--- src/common/bfsc_regs.svh ---
// timing and sequencing constants for the buck fault and startup control
// How it works
// oscillator period resistor-set, 250 to 1500 kHz
// enable low tristates both gate drivers
// soft-start low stops switching until cycled
// overcurrent when setpoint negative, low side on
// overcurrent latches trip flag, enters hiccup
// hiccup holds soft-start low 4096 cycles
// hiccup repeats while the overload persists
// overcurrent sampling blanked 160 ns after low-side
// overtemperature turns switches off, discharges soft-start
// restart automatically after temperature falls back
// output good only inside sense window
// power good is open drain, released when good
// power good needs soft-start delay level too
// power good waits 256 cycles in window
// overvoltage: high side off, low side on
// after discharge both off until ready cycles
// external clock rising edges align the oscillator
// external clock used only after pre-bias startup
// no external clock: free-run on resistor
// external clock pulses wider than 100 ns
// no control pulse shorter than minimum on-time
// ready needs bias and enable; starts soft-start
// overcurrent protection active during soft-start ramp
// pre-bias: low side off, then duty steps
// comparators sampled and counted on switching cycles; the overcurrent comparator and its blanking count use every clock
`ifndef BFSC_REGS_SVH
`define BFSC_REGS_SVH
// ==========================================================
// clock and oscillator
`define BFSC_CLK_KHZ        40000
`define BFSC_FMIN_KHZ       250
`define BFSC_FMAX_KHZ       1500
`define BFSC_PER_MAX        (`BFSC_CLK_KHZ / `BFSC_FMIN_KHZ)
`define BFSC_PER_MIN \
  ((`BFSC_CLK_KHZ + `BFSC_FMAX_KHZ - 1) / `BFSC_FMAX_KHZ)
// ==========================================================
// times in ns and their cycle counts
`define BFSC_CLK_NS         25
`define BFSC_BLANK_NS       160
`define BFSC_BLANK_CYC \
  ((`BFSC_BLANK_NS + `BFSC_CLK_NS - 1) / `BFSC_CLK_NS)
`define BFSC_MINON_NS       50
`define BFSC_MINON_CYC \
  ((`BFSC_MINON_NS + `BFSC_CLK_NS - 1) / `BFSC_CLK_NS)
// ==========================================================
// switching-cycle counts; the sync timeout counts clock cycles
`define BFSC_HICCUP_CYC     4096
`define BFSC_PG_DELAY       256
`define BFSC_PB_N1          32
`define BFSC_PB_N2          16
`define BFSC_PB_N3          8
`define BFSC_EXT_TIMEOUT    (2 * `BFSC_PER_MAX)
`endif

--- src/common/bfsc_pkg.sv ---
// types shared by the buck fault and startup control
package bfsc_pkg;
  typedef enum logic [6:0] {
    ST_OFF  = 7'h01,
    ST_SOFT = 7'h02,
    ST_RUN  = 7'h04,
    ST_HICC = 7'h08,
    ST_THRM = 7'h10,
    ST_OVPD = 7'h20,
    ST_OVPL = 7'h40
  } bfsc_state_t;
endpackage

--- src/verilog/bfsc_top.sv ---
// supervisory control: startup, protection, power good, sync
`timescale 1ns/1ps
`include "bfsc_regs.svh"
module bfsc_top (
  // clock and reset
  input  wire logic       clk_in,
  input  wire logic       nrst_in,
  // comparator pins
  input  wire logic       vcc_ok_in,
  input  wire logic       enable_ok_in,
  input  wire logic       ss_low_in,
  input  wire logic       ss_delay_in,
  input  wire logic       ocset_neg_in,
  input  wire logic       overtemp_in,
  input  wire logic       sense_window_in,
  input  wire logic       sense_over_in,
  input  wire logic       sense_release_in,
  // timing inputs
  input  wire logic       ext_clk_in,
  input  wire logic [7:0] freq_resistor_period_in,
  input  wire logic [7:0] duty_in,
  // gate and soft-start control
  output logic            hs_on_out,
  output logic            ls_on_out,
  output logic            drv_hiz_out,
  output logic            ss_discharge_out,
  // status
  output logic            overcurrent_trip_out,
  output logic            overvoltage_trip_out,
  output logic            power_on_ready_out,
  output logic            ext_sync_active_out,
  // open-drain power good
  input  wire logic       power_good_in,
  output logic            power_good_out,
  output logic            power_good_oe_n_out,
  output logic            power_good_level_out
);
  // ========================================================
  // synchronisers and cycle sampling
  logic [10:0] pins_s;
  logic        vcc_s, en_s, ssl_s, ssd_s, ocn_s, tsd_s;
  logic        win_s, ovr_s, rel_s, ext_s, pgp_s;
  logic        por_t, ssl_t, ssd_t, tsd_t, win_t, ovr_t, rel_t;
  logic        tick;
  logic [7:0]  phase, period;

  bfsc_sync3 #(.W(11)) u_sync (
    .clk_in    (clk_in),
    .nrst_in   (nrst_in),
    .pin_in    ({vcc_ok_in, enable_ok_in, ss_low_in, ss_delay_in,
                 ocset_neg_in, overtemp_in, sense_window_in,
                 sense_over_in, sense_release_in, ext_clk_in,
                 power_good_in}),
    .level_out (pins_s)
  );
  assign {vcc_s, en_s, ssl_s, ssd_s, ocn_s, tsd_s,
          win_s, ovr_s, rel_s, ext_s, pgp_s} = pins_s;
  assign power_good_level_out = pgp_s;

  // slow comparators only matter once per switching cycle
  always_ff @(posedge clk_in) begin
    if (!nrst_in) begin
      por_t <= 1'b0;
      ssl_t <= 1'b0;
      ssd_t <= 1'b0;
      tsd_t <= 1'b0;
      win_t <= 1'b0;
      ovr_t <= 1'b0;
      rel_t <= 1'b0;
    end else if (tick) begin
      por_t <= vcc_s && en_s;
      ssl_t <= ssl_s;
      ssd_t <= ssd_s;
      tsd_t <= tsd_s;
      win_t <= win_s;
      ovr_t <= ovr_s;
      rel_t <= rel_s;
    end
  end
  assign power_on_ready_out = por_t;

  // ========================================================
  // external clock detection and oscillator
  bfsc_pkg::bfsc_state_t state_reg, state_next;
  logic       ext_d_reg, ext_edge;
  logic [8:0] ext_age_reg;
  logic       ext_present;

  assign ext_edge    = ext_s && !ext_d_reg;
  assign ext_present = ext_age_reg < 9'(`BFSC_EXT_TIMEOUT);

  always_ff @(posedge clk_in) begin
    if (!nrst_in) begin
      ext_d_reg   <= 1'b0;
      ext_age_reg <= 9'(`BFSC_EXT_TIMEOUT);
    end else begin
      ext_d_reg <= ext_s;
      if (ext_edge) ext_age_reg <= 9'h000;
      else if (ext_present) ext_age_reg <= ext_age_reg + 9'h001;
    end
  end
  // alignment waits for the end of pre-bias startup
  assign ext_sync_active_out =
    ext_present && (state_reg == bfsc_pkg::ST_RUN);

  bfsc_osc u_osc (
    .clk_in        (clk_in),
    .nrst_in       (nrst_in),
    .period_in     (freq_resistor_period_in),
    .align_en_in   (ext_sync_active_out),
    .align_edge_in (ext_edge),
    .tick_out      (tick),
    .phase_out     (phase),
    .period_out    (period)
  );

  // ========================================================
  // pwm with minimum on-time and pre-bias low-side steps
  logic [15:0] prod;
  logic [7:0]  on_cyc, off_cyc, ls_lim;
  logic [9:0]  ls_mul;
  logic [2:0]  pb_step_reg, ls_step;
  logic [5:0]  pb_cnt_reg;
  logic        hs_seen_reg, sw_en, hs_req, ls_req;

  assign prod    = 16'(duty_in) * 16'(period);
  assign on_cyc  = prod[15:8];
  assign off_cyc = period - on_cyc;
  // steady state gives the low side the whole off phase
  assign ls_step = (state_reg == bfsc_pkg::ST_RUN) ? 3'h4 : pb_step_reg;
  assign ls_mul  = 10'(off_cyc) * 10'(ls_step);
  assign ls_lim  = ls_mul[9:2];
  assign sw_en   = (state_reg == bfsc_pkg::ST_RUN) ||
                   (state_reg == bfsc_pkg::ST_SOFT && !ssl_t);
  // too short a request is skipped rather than shortened
  assign hs_req  = sw_en && (phase < on_cyc) &&
                   (on_cyc >= 8'(`BFSC_MINON_CYC));
  assign ls_req  = sw_en && (phase >= on_cyc) &&
                   (phase - on_cyc < ls_lim);

  function automatic logic [5:0] pb_limit(input logic [2:0] s);
    unique case (s)
      3'h1:    pb_limit = 6'(`BFSC_PB_N1);
      3'h2:    pb_limit = 6'(`BFSC_PB_N2);
      default: pb_limit = 6'(`BFSC_PB_N3);
    endcase
  endfunction

  always_ff @(posedge clk_in) begin
    if (!nrst_in || state_reg != bfsc_pkg::ST_SOFT) begin
      pb_step_reg <= 3'h0;
      pb_cnt_reg  <= 6'h00;
      hs_seen_reg <= 1'b0;
    end else if (tick) begin
      hs_seen_reg <= 1'b0;
      if (pb_step_reg == 3'h0) begin
        if (hs_seen_reg) pb_step_reg <= 3'h1;
      end else if (pb_step_reg != 3'h4) begin
        if (pb_cnt_reg == pb_limit(pb_step_reg) - 6'h01) begin
          pb_step_reg <= pb_step_reg + 3'h1;
          pb_cnt_reg  <= 6'h00;
        end else begin
          pb_cnt_reg <= pb_cnt_reg + 6'h01;
        end
      end
    end else if (hs_req) begin
      hs_seen_reg <= 1'b1;
    end
  end

  // ========================================================
  // overcurrent blanking and trip flag
  logic [2:0]  blank_reg;
  logic        oc_sample, oc_clear;
  logic [12:0] hc_cnt_reg;

  always_ff @(posedge clk_in) begin
    if (!nrst_in || !ls_on_out) blank_reg <= 3'h0;
    else if (blank_reg != 3'(`BFSC_BLANK_CYC))
      blank_reg <= blank_reg + 3'h1;
  end
  assign oc_sample = ls_on_out && ocn_s &&
                     blank_reg == 3'(`BFSC_BLANK_CYC);
  assign oc_clear  = state_reg == bfsc_pkg::ST_HICC && tick &&
                     hc_cnt_reg == 13'(`BFSC_HICCUP_CYC - 1);

  // a new trip in the clearing cycle wins
  always_ff @(posedge clk_in) begin
    if (!nrst_in) overcurrent_trip_out <= 1'b0;
    else if (oc_sample) overcurrent_trip_out <= 1'b1;
    else if (oc_clear) overcurrent_trip_out <= 1'b0;
  end

  always_ff @(posedge clk_in) begin
    if (!nrst_in || state_reg != bfsc_pkg::ST_HICC) hc_cnt_reg <= 13'h0000;
    else if (tick) hc_cnt_reg <= hc_cnt_reg + 13'h0001;
  end

  // ========================================================
  // sequencing state machine
  always_comb begin
    state_next = state_reg;
    if (!por_t) begin
      state_next = bfsc_pkg::ST_OFF;
    end else begin
      unique case (state_reg)
        bfsc_pkg::ST_OFF:  state_next = bfsc_pkg::ST_SOFT;
        bfsc_pkg::ST_SOFT, bfsc_pkg::ST_RUN: begin
          if (ovr_t) state_next = bfsc_pkg::ST_OVPD;
          else if (tsd_t) state_next = bfsc_pkg::ST_THRM;
          else if (oc_sample) state_next = bfsc_pkg::ST_HICC;
          else if (state_reg == bfsc_pkg::ST_RUN && ssl_t)
            state_next = bfsc_pkg::ST_SOFT;
          else if (pb_step_reg == 3'h4) state_next = bfsc_pkg::ST_RUN;
        end
        bfsc_pkg::ST_HICC: begin
          if (ovr_t) state_next = bfsc_pkg::ST_OVPD;
          else if (oc_clear) state_next = bfsc_pkg::ST_SOFT;
        end
        bfsc_pkg::ST_THRM: begin
          // comparator hysteresis sets the restart point
          if (!tsd_t) state_next = bfsc_pkg::ST_SOFT;
        end
        bfsc_pkg::ST_OVPD: begin
          if (rel_t) state_next = bfsc_pkg::ST_OVPL;
        end
        bfsc_pkg::ST_OVPL: state_next = bfsc_pkg::ST_OVPL;
        default:           state_next = bfsc_pkg::ST_OFF;
      endcase
    end
  end

  always_ff @(posedge clk_in) begin
    if (!nrst_in) state_reg <= bfsc_pkg::ST_OFF;
    else state_reg <= state_next;
  end

  // ========================================================
  // registered drive outputs
  always_ff @(posedge clk_in) begin
    if (!nrst_in) begin
      hs_on_out            <= 1'b0;
      ls_on_out            <= 1'b0;
      drv_hiz_out          <= 1'b1;
      ss_discharge_out     <= 1'b0;
      overvoltage_trip_out <= 1'b0;
    end else begin
      drv_hiz_out <= state_reg == bfsc_pkg::ST_OFF;
      hs_on_out   <= hs_req;
      ls_on_out   <= ls_req || state_reg == bfsc_pkg::ST_OVPD;
      ss_discharge_out <= state_reg == bfsc_pkg::ST_HICC ||
                          state_reg == bfsc_pkg::ST_THRM;
      overvoltage_trip_out <= state_reg == bfsc_pkg::ST_OVPD ||
                              state_reg == bfsc_pkg::ST_OVPL;
    end
  end

  // ========================================================
  // power good qualification
  logic [8:0] pg_cnt_reg;
  logic       pg_ok, pg_rel_reg;

  assign pg_ok = win_t && ssd_t && (state_reg == bfsc_pkg::ST_RUN ||
                 state_reg == bfsc_pkg::ST_SOFT);
  always_ff @(posedge clk_in) begin
    if (!nrst_in || !pg_ok) pg_cnt_reg <= 9'h000;
    else if (tick && pg_cnt_reg != 9'(`BFSC_PG_DELAY))
      pg_cnt_reg <= pg_cnt_reg + 9'h001;
  end
  always_ff @(posedge clk_in) begin
    if (!nrst_in) pg_rel_reg <= 1'b0;
    else pg_rel_reg <= pg_ok && pg_cnt_reg == 9'(`BFSC_PG_DELAY);
  end
  // driven low unless good; released pin is pulled high outside
  assign power_good_out      = 1'b0;
  assign power_good_oe_n_out = pg_rel_reg;
endmodule

--- src/verilog/bfsc_sync3.sv ---
// three-stage pin synchroniser with agreement filter
`timescale 1ns/1ps
module bfsc_sync3 #(
  parameter int W = 1
) (
  input  wire logic         clk_in,
  input  wire logic         nrst_in,
  input  wire logic [W-1:0] pin_in,
  output logic      [W-1:0] level_out
);
  logic [W-1:0] s1_reg;
  logic [W-1:0] s2_reg;
  logic [W-1:0] s3_reg;

  genvar i;
  generate
    for (i = 0; i < W; i++) begin : g_bit
      always_ff @(posedge clk_in) begin
        if (!nrst_in) begin
          s1_reg[i]    <= 1'b0;
          s2_reg[i]    <= 1'b0;
          s3_reg[i]    <= 1'b0;
          level_out[i] <= 1'b0;
        end else begin
          s1_reg[i] <= pin_in[i];
          s2_reg[i] <= s1_reg[i];
          s3_reg[i] <= s2_reg[i];
          // a change counts only once two late stages agree
          if (s2_reg[i] == s3_reg[i]) begin
            level_out[i] <= s3_reg[i];
          end
        end
      end
    end
  endgenerate
endmodule

--- src/verilog/bfsc_osc.sv ---
// switching oscillator with optional external alignment
`timescale 1ns/1ps
`include "bfsc_regs.svh"
module bfsc_osc (
  // clock and reset
  input  wire logic       clk_in,
  input  wire logic       nrst_in,
  // period and alignment
  input  wire logic [7:0] period_in,
  input  wire logic       align_en_in,
  input  wire logic       align_edge_in,
  // cycle outputs
  output logic            tick_out,
  output logic      [7:0] phase_out,
  output logic      [7:0] period_out
);
  logic [7:0] per_next;

  // clamp keeps the rate inside the supported range
  always_comb begin
    per_next = period_in;
    if (period_in < 8'(`BFSC_PER_MIN)) per_next = 8'(`BFSC_PER_MIN);
    if (period_in > 8'(`BFSC_PER_MAX)) per_next = 8'(`BFSC_PER_MAX);
  end

  always_ff @(posedge clk_in) begin
    if (!nrst_in) begin
      phase_out  <= 8'h00;
      tick_out   <= 1'b0;
      period_out <= 8'(`BFSC_PER_MAX);
    end else if ((align_en_in && align_edge_in) ||
                 (phase_out >= period_out - 8'h01)) begin
      // rising external edge restarts the cycle
      phase_out  <= 8'h00;
      tick_out   <= 1'b1;
      period_out <= per_next;
    end else begin
      phase_out <= phase_out + 8'h01;
      tick_out  <= 1'b0;
    end
  end
endmodule

--- config.mk ---
export PLATFORM = sky130hd
export DESIGN_NAME = bfsc_top
export DESIGN_NICKNAME = d
export VERILOG_FILES = /design/src/common/bfsc_pkg.sv /design/src/verilog/bfsc_top.sv /design/src/verilog/bfsc_sync3.sv /design/src/verilog/bfsc_osc.sv
export VERILOG_INCLUDE_DIRS = /design/src /design/src/common
export SDC_FILE = /design/constraint.sdc
export NUM_CORES = 1
export LEC_CHECK = 0
export BUFFER_PORTS_ARGS = -buffer_cell sky130_fd_sc_hd__buf_2
export CAP_MARGIN = 20
export CORE_MARGIN = 4
export CORE_UTILIZATION = 30
export CTS_CLUSTER_SIZE = 24
export DETAILED_ROUTE_END_ITERATION = 10
export SYNTH_ARGS = -nofsm -noshare
export SYNTH_HDL_FRONTEND = slang
export SYNTH_SLANG_ARGS = --single-unit
--- constraint.sdc ---
create_clock -name clk_in -period 17.8 [get_ports clk_in]
set_clock_uncertainty 0.2 [all_clocks]
set_input_delay 2.67 -clock clk_in [delete_from_list [all_inputs] [get_ports clk_in]]
set_output_delay 2.67 -clock clk_in [all_outputs]
set_load 0.1 [all_outputs]
==> flow_summary_export.csv, run 1 <==
group,metric,value,unit
outcome,status,"finished, final reports clean",
cells_and_area,register_area,2540,um2
synthesis,yosysWarnings,0,
synthesis,synth_edf_count,0,
route,dr.pass1.iters,4,
route,drtIter0Drc,318,
clock_tree,cts_resized,0,
worst_setup_path,start_kind,"input port",
power_and_ir_drop,finalPower,0.772,mW
floorplanning,num_rows,61,
cells_and_area,multi_input_area,5490,um2
worst_hold_path,holdCritPathClass,"reg -> reg",
synthesis,yosys.cell_types.count,63,
floorplanning,design.die.area,30800,um2
worst_setup_path,crit_type,"in -> reg",
sta,hold-worst-slack,231,ps
clock_tree,tritoncts,"done",
clock_tree,ctsHoldBuffers,0,
worst_setup_path,slowest_delay,540,ps
global_routing,grt_max_degree,46,
flow_run,drv_cap,0,
synthesis,async_reset_ff_share,0,%
floorplanning,core,27800,um2
clock_tree,numCtsBuffers,17,
synthesis,syn_avg_cell_area,8.77,um2
sta,rsz0062_at_grt,"no",
cells_and_area,fin_nets,1149,
route,drt_wl_total,16.8,mm
route,top_layer_used,"met4",
worst_setup_path,reg2reg_slack,8660,ps
cells_and_area,n_antenna_cell,0,
clock_tree,cts-root-buf,"clkbuf_16",
cells_and_area,largest_reg_flops,13,
global_routing,grt_util_all_layers,11.2,%
synthesis,ys.flop_type,"dfxtp_1",
power_and_ir_drop,leakage,4.08,nW
synthesis,synth.area.top_cells,"dfxtp_1, ha_1, fa_1, and2_1, nor2_1",
power_and_ir_drop,vdd_drop_max,0.0540,mV
worst_setup_path,crit_slowest_cell,"fa_1",
cells_and_area,fill_cells,2885,
placed_design,port_buffers,38,
synthesis,synthesis.area,8430,um2
clock_tree,cts_num_sinks,127,
route,dr_wl_met3,418,um
route,drc,0,
sta,drv_slew,0,
sta,setup_violations,0,
route,num_vias,6378,
floorplanning,io-pin-count,40,
route,via_per_inst,4.60,
synthesis,synth_seq_area_share,30.2,%
sta,max_slew.worst_pin.slew,711,ps
sta,relSlewSlack,52.0,%
global_routing,grt_pass1_vias,6171,
worst_setup_path,cp.required,17940,ps
cells_and_area,stdcell_count,1387,
synthesis,yosysTopAreaCell,"dfxtp_1",
sta,fin_setup_tns,0,ps
worst_setup_path,end_kind,"register",
power_and_ir_drop,p_per_area,79.9,nW/um2
placed_design,place_congestion,0.831,
route,drtAntennaViolNets,0,
global_routing,grt_pass1_wl,28.7,mm
clock_tree,htree_levels,4,
global_routing,antenna_found_initial,0,
worst_setup_path,critPathArrivalTime,10940,ps
clock_tree,clk_latency,420,ps
route,wl_met2,7.83,mm
worst_setup_path,crit_path_frequent_cell,"fa_1",
worst_setup_path,crit_fanout,8,
synthesis,ys_seq_elements,127,
sta,finalCritPeriodShare,60.7,%
cells_and_area,synthToLayoutAreaGrowth,14.7,%
placed_design,detailed_place_hpwl,12.8,mm
clock_tree,clk_pin_slew_worst_paths,60,ps
global_routing,overflow,0,
sta,fmax,92.5,MHz
placed_design,placed_cells,1355,
floorplanning,fp.dieW,176,um
cells_and_area,layout-drive-gt1-share,8.23,%
synthesis,syn_inst,961,
floorplanning,initial_core_util,30.3,%
floorplanning,fp.dieH,176,um
sta,period_needed,10810,ps
sta,final_hold_viol_count,0,
clock_tree,clock_path_buffers,2,
route,wl_met1,8.41,mm
route,wl_per_cell,12.1,um
cells_and_area,postLayoutCoreUtil,34.8,%
clock_tree,cts_setup_buffers,0,
synthesis,netlist.area_leader.share,30.2,%
synthesis,syn_nets,1114,
-- final cells by class --
cell class	instances	area share, %
Inverter	78	3.03
Tap cell	378	4.89
Clock buffer	20	4.83
Sequential cell	127	26.3
Multi-Input combinational cell	731	56.8
Clock inverter	12	1.90
Timing Repair Buffer	41	2.20
-- cells by family (layout without fill, tap and decap cells) --
family | after synthesis | in the layout | synth area share (%)
simple gates | 378 | 378 | 22.9
fa+ha+maj | 128 | 128 | 22.8
xor+xnor | 73 | 73 | 7.68
mux | 15 | 15 | 1.78
other cells | 1 | 1 | 0.0445
compound gates | 136 | 136 | 9.96
flops | 127 | 127 | 30.2
buf+inv | 103 | 151 | 4.65
-- cell usage in the layout, fill, tap and decap left out, types with 4 or more instances in the layout --
cell,netlist,layout
a21o_1,7,7
a21oi_1,47,47
a31oi_1,4,4
and2_1,91,91
and3_1,10,10
and4_1,4,4
buf_2,1,38
bufinv_16,0,4
clkbuf_16,0,17
clkinvlp_4,0,5
dfxtp_1,127,127
fa_1,44,44
ha_1,80,80
inv_1,77,77
maj3_1,4,4
mux2i_1,15,15
nand2_1,77,77
nand2b_1,15,15
nand3_1,20,20
nand4_1,14,14
nor2_1,95,95
nor2b_1,13,13
nor3_1,10,10
nor4_1,5,5
o21a_1,10,10
o21ai_0,34,34
o21ai_1,4,4
o22ai_1,4,4
or2_2,4,4
or3_1,9,9
xnor2_1,40,40
xor2_1,32,32
-- worst paths after layout --
kind / start / cells past startpoint / end
worst max-delay path: duty_in[1] / 36 / ls_on_out
worst min-delay path: u_sync.s1_reg[10] / 1 / u_sync.s2_reg[10]
worst max register to register: u_osc.period_out[5] / 35 / ls_on_out
worst min register to register: u_sync.s1_reg[10] / 1 / u_sync.s2_reg[10]
-- critical path, delay by kind of cell --
family / cells / cell delay, ps
AO/OA/AOI/OAI: 10 / 1590
XOR/XNOR: 5 / 1040
adder cells (fa/ha/maj): 9 / 3990
buffers and inverters: 5 / 440
AND/OR/NAND/NOR: 7 / 1200
-- cell usage after synthesis (all sizes together) (21+ instances only) --
| cell | n |
|---|---|
| clkbuf | 21 |
| xor2 | 33 |
| inv | 77 |
| nor2 | 95 |
| ha | 80 |
| nand2 | 77 |
| and2 | 92 |
| xnor2 | 40 |
| dfxtp | 127 |
| a21oi | 47 |
| o21ai | 38 |
| fa | 44 |
-- power by group --
group	total, mW	internal, mW	leakage [nW]	switching (mW)
clock	0.373	0.246	0.301	0.127
sequential	0.291	0.288	1.03	0.00256
combinational	0.109	0.0454	2.75	0.0631
total	0.772	0.579	4.08	0.193
-- metrics by stage --
step | instance area (um2) | setup slack [ps]
detailed placement | 9010 | 6590
finish | 9660 | 6990
global placement | 9010 | 6740
CTS | 9660 | 7030
global route | 9660 | 6310
floorplan | 8430 | 7260
-- layer usage --
| metal | global-route usage [%] | vias up |
|---|---|---|
| li1 | - | 3275 |
| met1 | 15.4 | 3020 |
| met2 | 18.0 | 77 |
| met3 | 2.43 | 6 |
| met4 | 2.60 | 0 |
| met5 | 0 | - |
Power figures use the tool's default switching activity.
==> run 2: changes to the inputs <==
Clock period 17.8 ns to 9.8 ns, I/O delays scaled along.
==> run 2 against run 1 <==
Effect of this change:
- clock-buffer cell count unchanged
- largest cell class unchanged
- worst setup slack got worse by 6400 ps
- highest routed layer unchanged
- critical path depth decreased by 2
- critical endpoint unchanged
- combinational power increased by 96%
==> flow_summary_export.csv, run 2 (same netlist as run 1, synthesis figures left out) <==
group,metric,value,unit
outcome,status,"finished, final reports clean",
placed_design,place_area,9100,um2
route,drtIter0Drc,184,
flow_run,drv_cap,0,
clock_tree,htree_levels,4,
clock_tree,ctsHoldBuffers,0,
placed_design,place_congestion,0.805,
route,num_vias,6453,
global_routing,grt_pass1_vias,6227,
power_and_ir_drop,leakage,4.16,nW
route,dr.pass1.iters,5,
clock_tree,cts-root-buf,"clkbuf_16",
sta,fmax,108,MHz
cells_and_area,final_cell_mix,"dfxtp_1, nor2_1, and2_1",
floorplanning,fp.dieW,176,um
worst_setup_path,crit_slowest_cell,"fa_1",
sta,hold-worst-slack,229,ps
sta,max_slew.worst_pin.slew,765,ps
clock_tree,numCtsBuffers,17,
clock_tree,cts_num_sinks,127,
power_and_ir_drop,finalPower,1.37,mW
placed_design,pre_cts_ws,-26.3,ps
power_and_ir_drop,p_per_area,141,nW/um2
worst_setup_path,crit_type,"in -> reg",
route,drtAntennaViolNets,0,
global_routing,grt_max_degree,46,
worst_setup_path,slowest_delay,540,ps
global_routing,antenna_found_initial,0,
cells_and_area,stdcell_count,1400,
worst_setup_path,cp_top_family,"adder cells",
sta,period_needed,9250,ps
worst_setup_path,path_buf_inv,4,
worst_setup_path,crit_path_frequent_cell,"fa_1",
sta,setup_violations,0,
sta,fin_setup_tns,0,ps
clock_tree,clock_path_buffers,2,
floorplanning,io-pin-count,40,
cells_and_area,fin_nets,1163,
worst_setup_path,end_kind,"register",
route,drc,0,
cells_and_area,synthToLayoutAreaGrowth,15.7,%
worst_setup_path,cp.required,9940,ps
floorplanning,num_rows,61,
cells_and_area,final_area,9750,um2
floorplanning,fp.dieH,176,um
floorplanning,core,27800,um2
floorplanning,design.die.area,30800,um2
clock_tree,clk_pin_slew_worst_paths,50,ps
placed_design,detailed_place_hpwl,13.1,mm
cells_and_area,n_antenna_cell,0,
cells_and_area,layout-drive-gt1-share,9.98,%
sta,relSlewSlack,48.3,%
clock_tree,clk_latency,410,ps
global_routing,grt_pass1_wl,29.3,mm
cells_and_area,largest_reg_flops,13,
global_routing,grt_util_all_layers,11.3,%
route,wl_per_cell,12.1,um
placed_design,port_buffers,38,
worst_setup_path,crit_fanout,8,
sta,finalCritPeriodShare,94.4,%
worst_setup_path,critPathArrivalTime,9400,ps
floorplanning,initial_core_util,30.3,%
sta,drv_slew,0,
worst_hold_path,holdCritPathClass,"reg -> reg",
cells_and_area,layout.cells.most_common,"dfxtp_1",
route,drt_wl_total,17.0,mm
sta,timing.final.ws_setup,547,ps
worst_setup_path,start_kind,"input port",
placed_design,placed_cells,1367,
clock_tree,tritoncts,"done",
sta,final_hold_viol_count,0,
cells_and_area,fill_cells,2897,
route,via_per_inst,4.61,
global_routing,overflow,0,
cells_and_area,postLayoutCoreUtil,35.1,%
power_and_ir_drop,vdd_drop_max,0.115,mV
==> run 2: cell types whose count changed in the layout (fill, tap and decap cells not counted), sizes merged <==
cell,change
buf,+14
clkinv,+4
clkinvlp,-4
bufinv,-1
==> run 2: cell type report <==
| type | count | area, um2 | share of cell area [%] |
|---|---|---|---|
| Clock inverter | 11 | 140 | 1.44 |
| Clock buffer | 20 | 457 | 4.68 |
| Inverter | 78 | 293 | 3.00 |
| Sequential cell | 127 | 2540 | 26.1 |
| Tap cell | 378 | 473 | 4.85 |
| Multi-Input combinational cell | 731 | 5530 | 56.7 |
| Timing Repair Buffer | 55 | 318 | 3.26 |
==> run 2: repair_timing <==
item | in CTS | in global routing
resized for setup | 0 | 9
setup buffers | 0 | 2
setup endpoints to repair | 0 | 1
==> run 2: power breakdown <==
group	total [mW]	internal (mW)	switching (mW)
Combinational	0.214	0.0947	0.119
Sequential	0.528	0.523	0.00432
Clock	0.631	0.410	0.221
Total	1.37	1.03	0.345
==> run 2: worst paths after layout <==
kind | start | slack, ps | cells after the start | to
worst max register to register | u_osc.period_out[7] | 1070 | 35 | ls_on_out
worst min-delay path | u_sync.s1_reg[9] | 230 | 1 | u_sync.s2_reg[9]
worst max-delay path | duty_in[2] | 550 | 34 | ls_on_out
worst min register to register | u_sync.s1_reg[9] | 230 | 1 | u_sync.s2_reg[9]
==> run 2: layer usage <==
metal,wire [um],global-route usage [%],up-vias,share of wire (%)
met5,0,0,-,0
met2,7850,18.3,81,46
met1,8530,15.5,3048,50
li1,-,-,3308,-
met3,427,2.26,16,2.5
met4,151,2.96,0,0.89
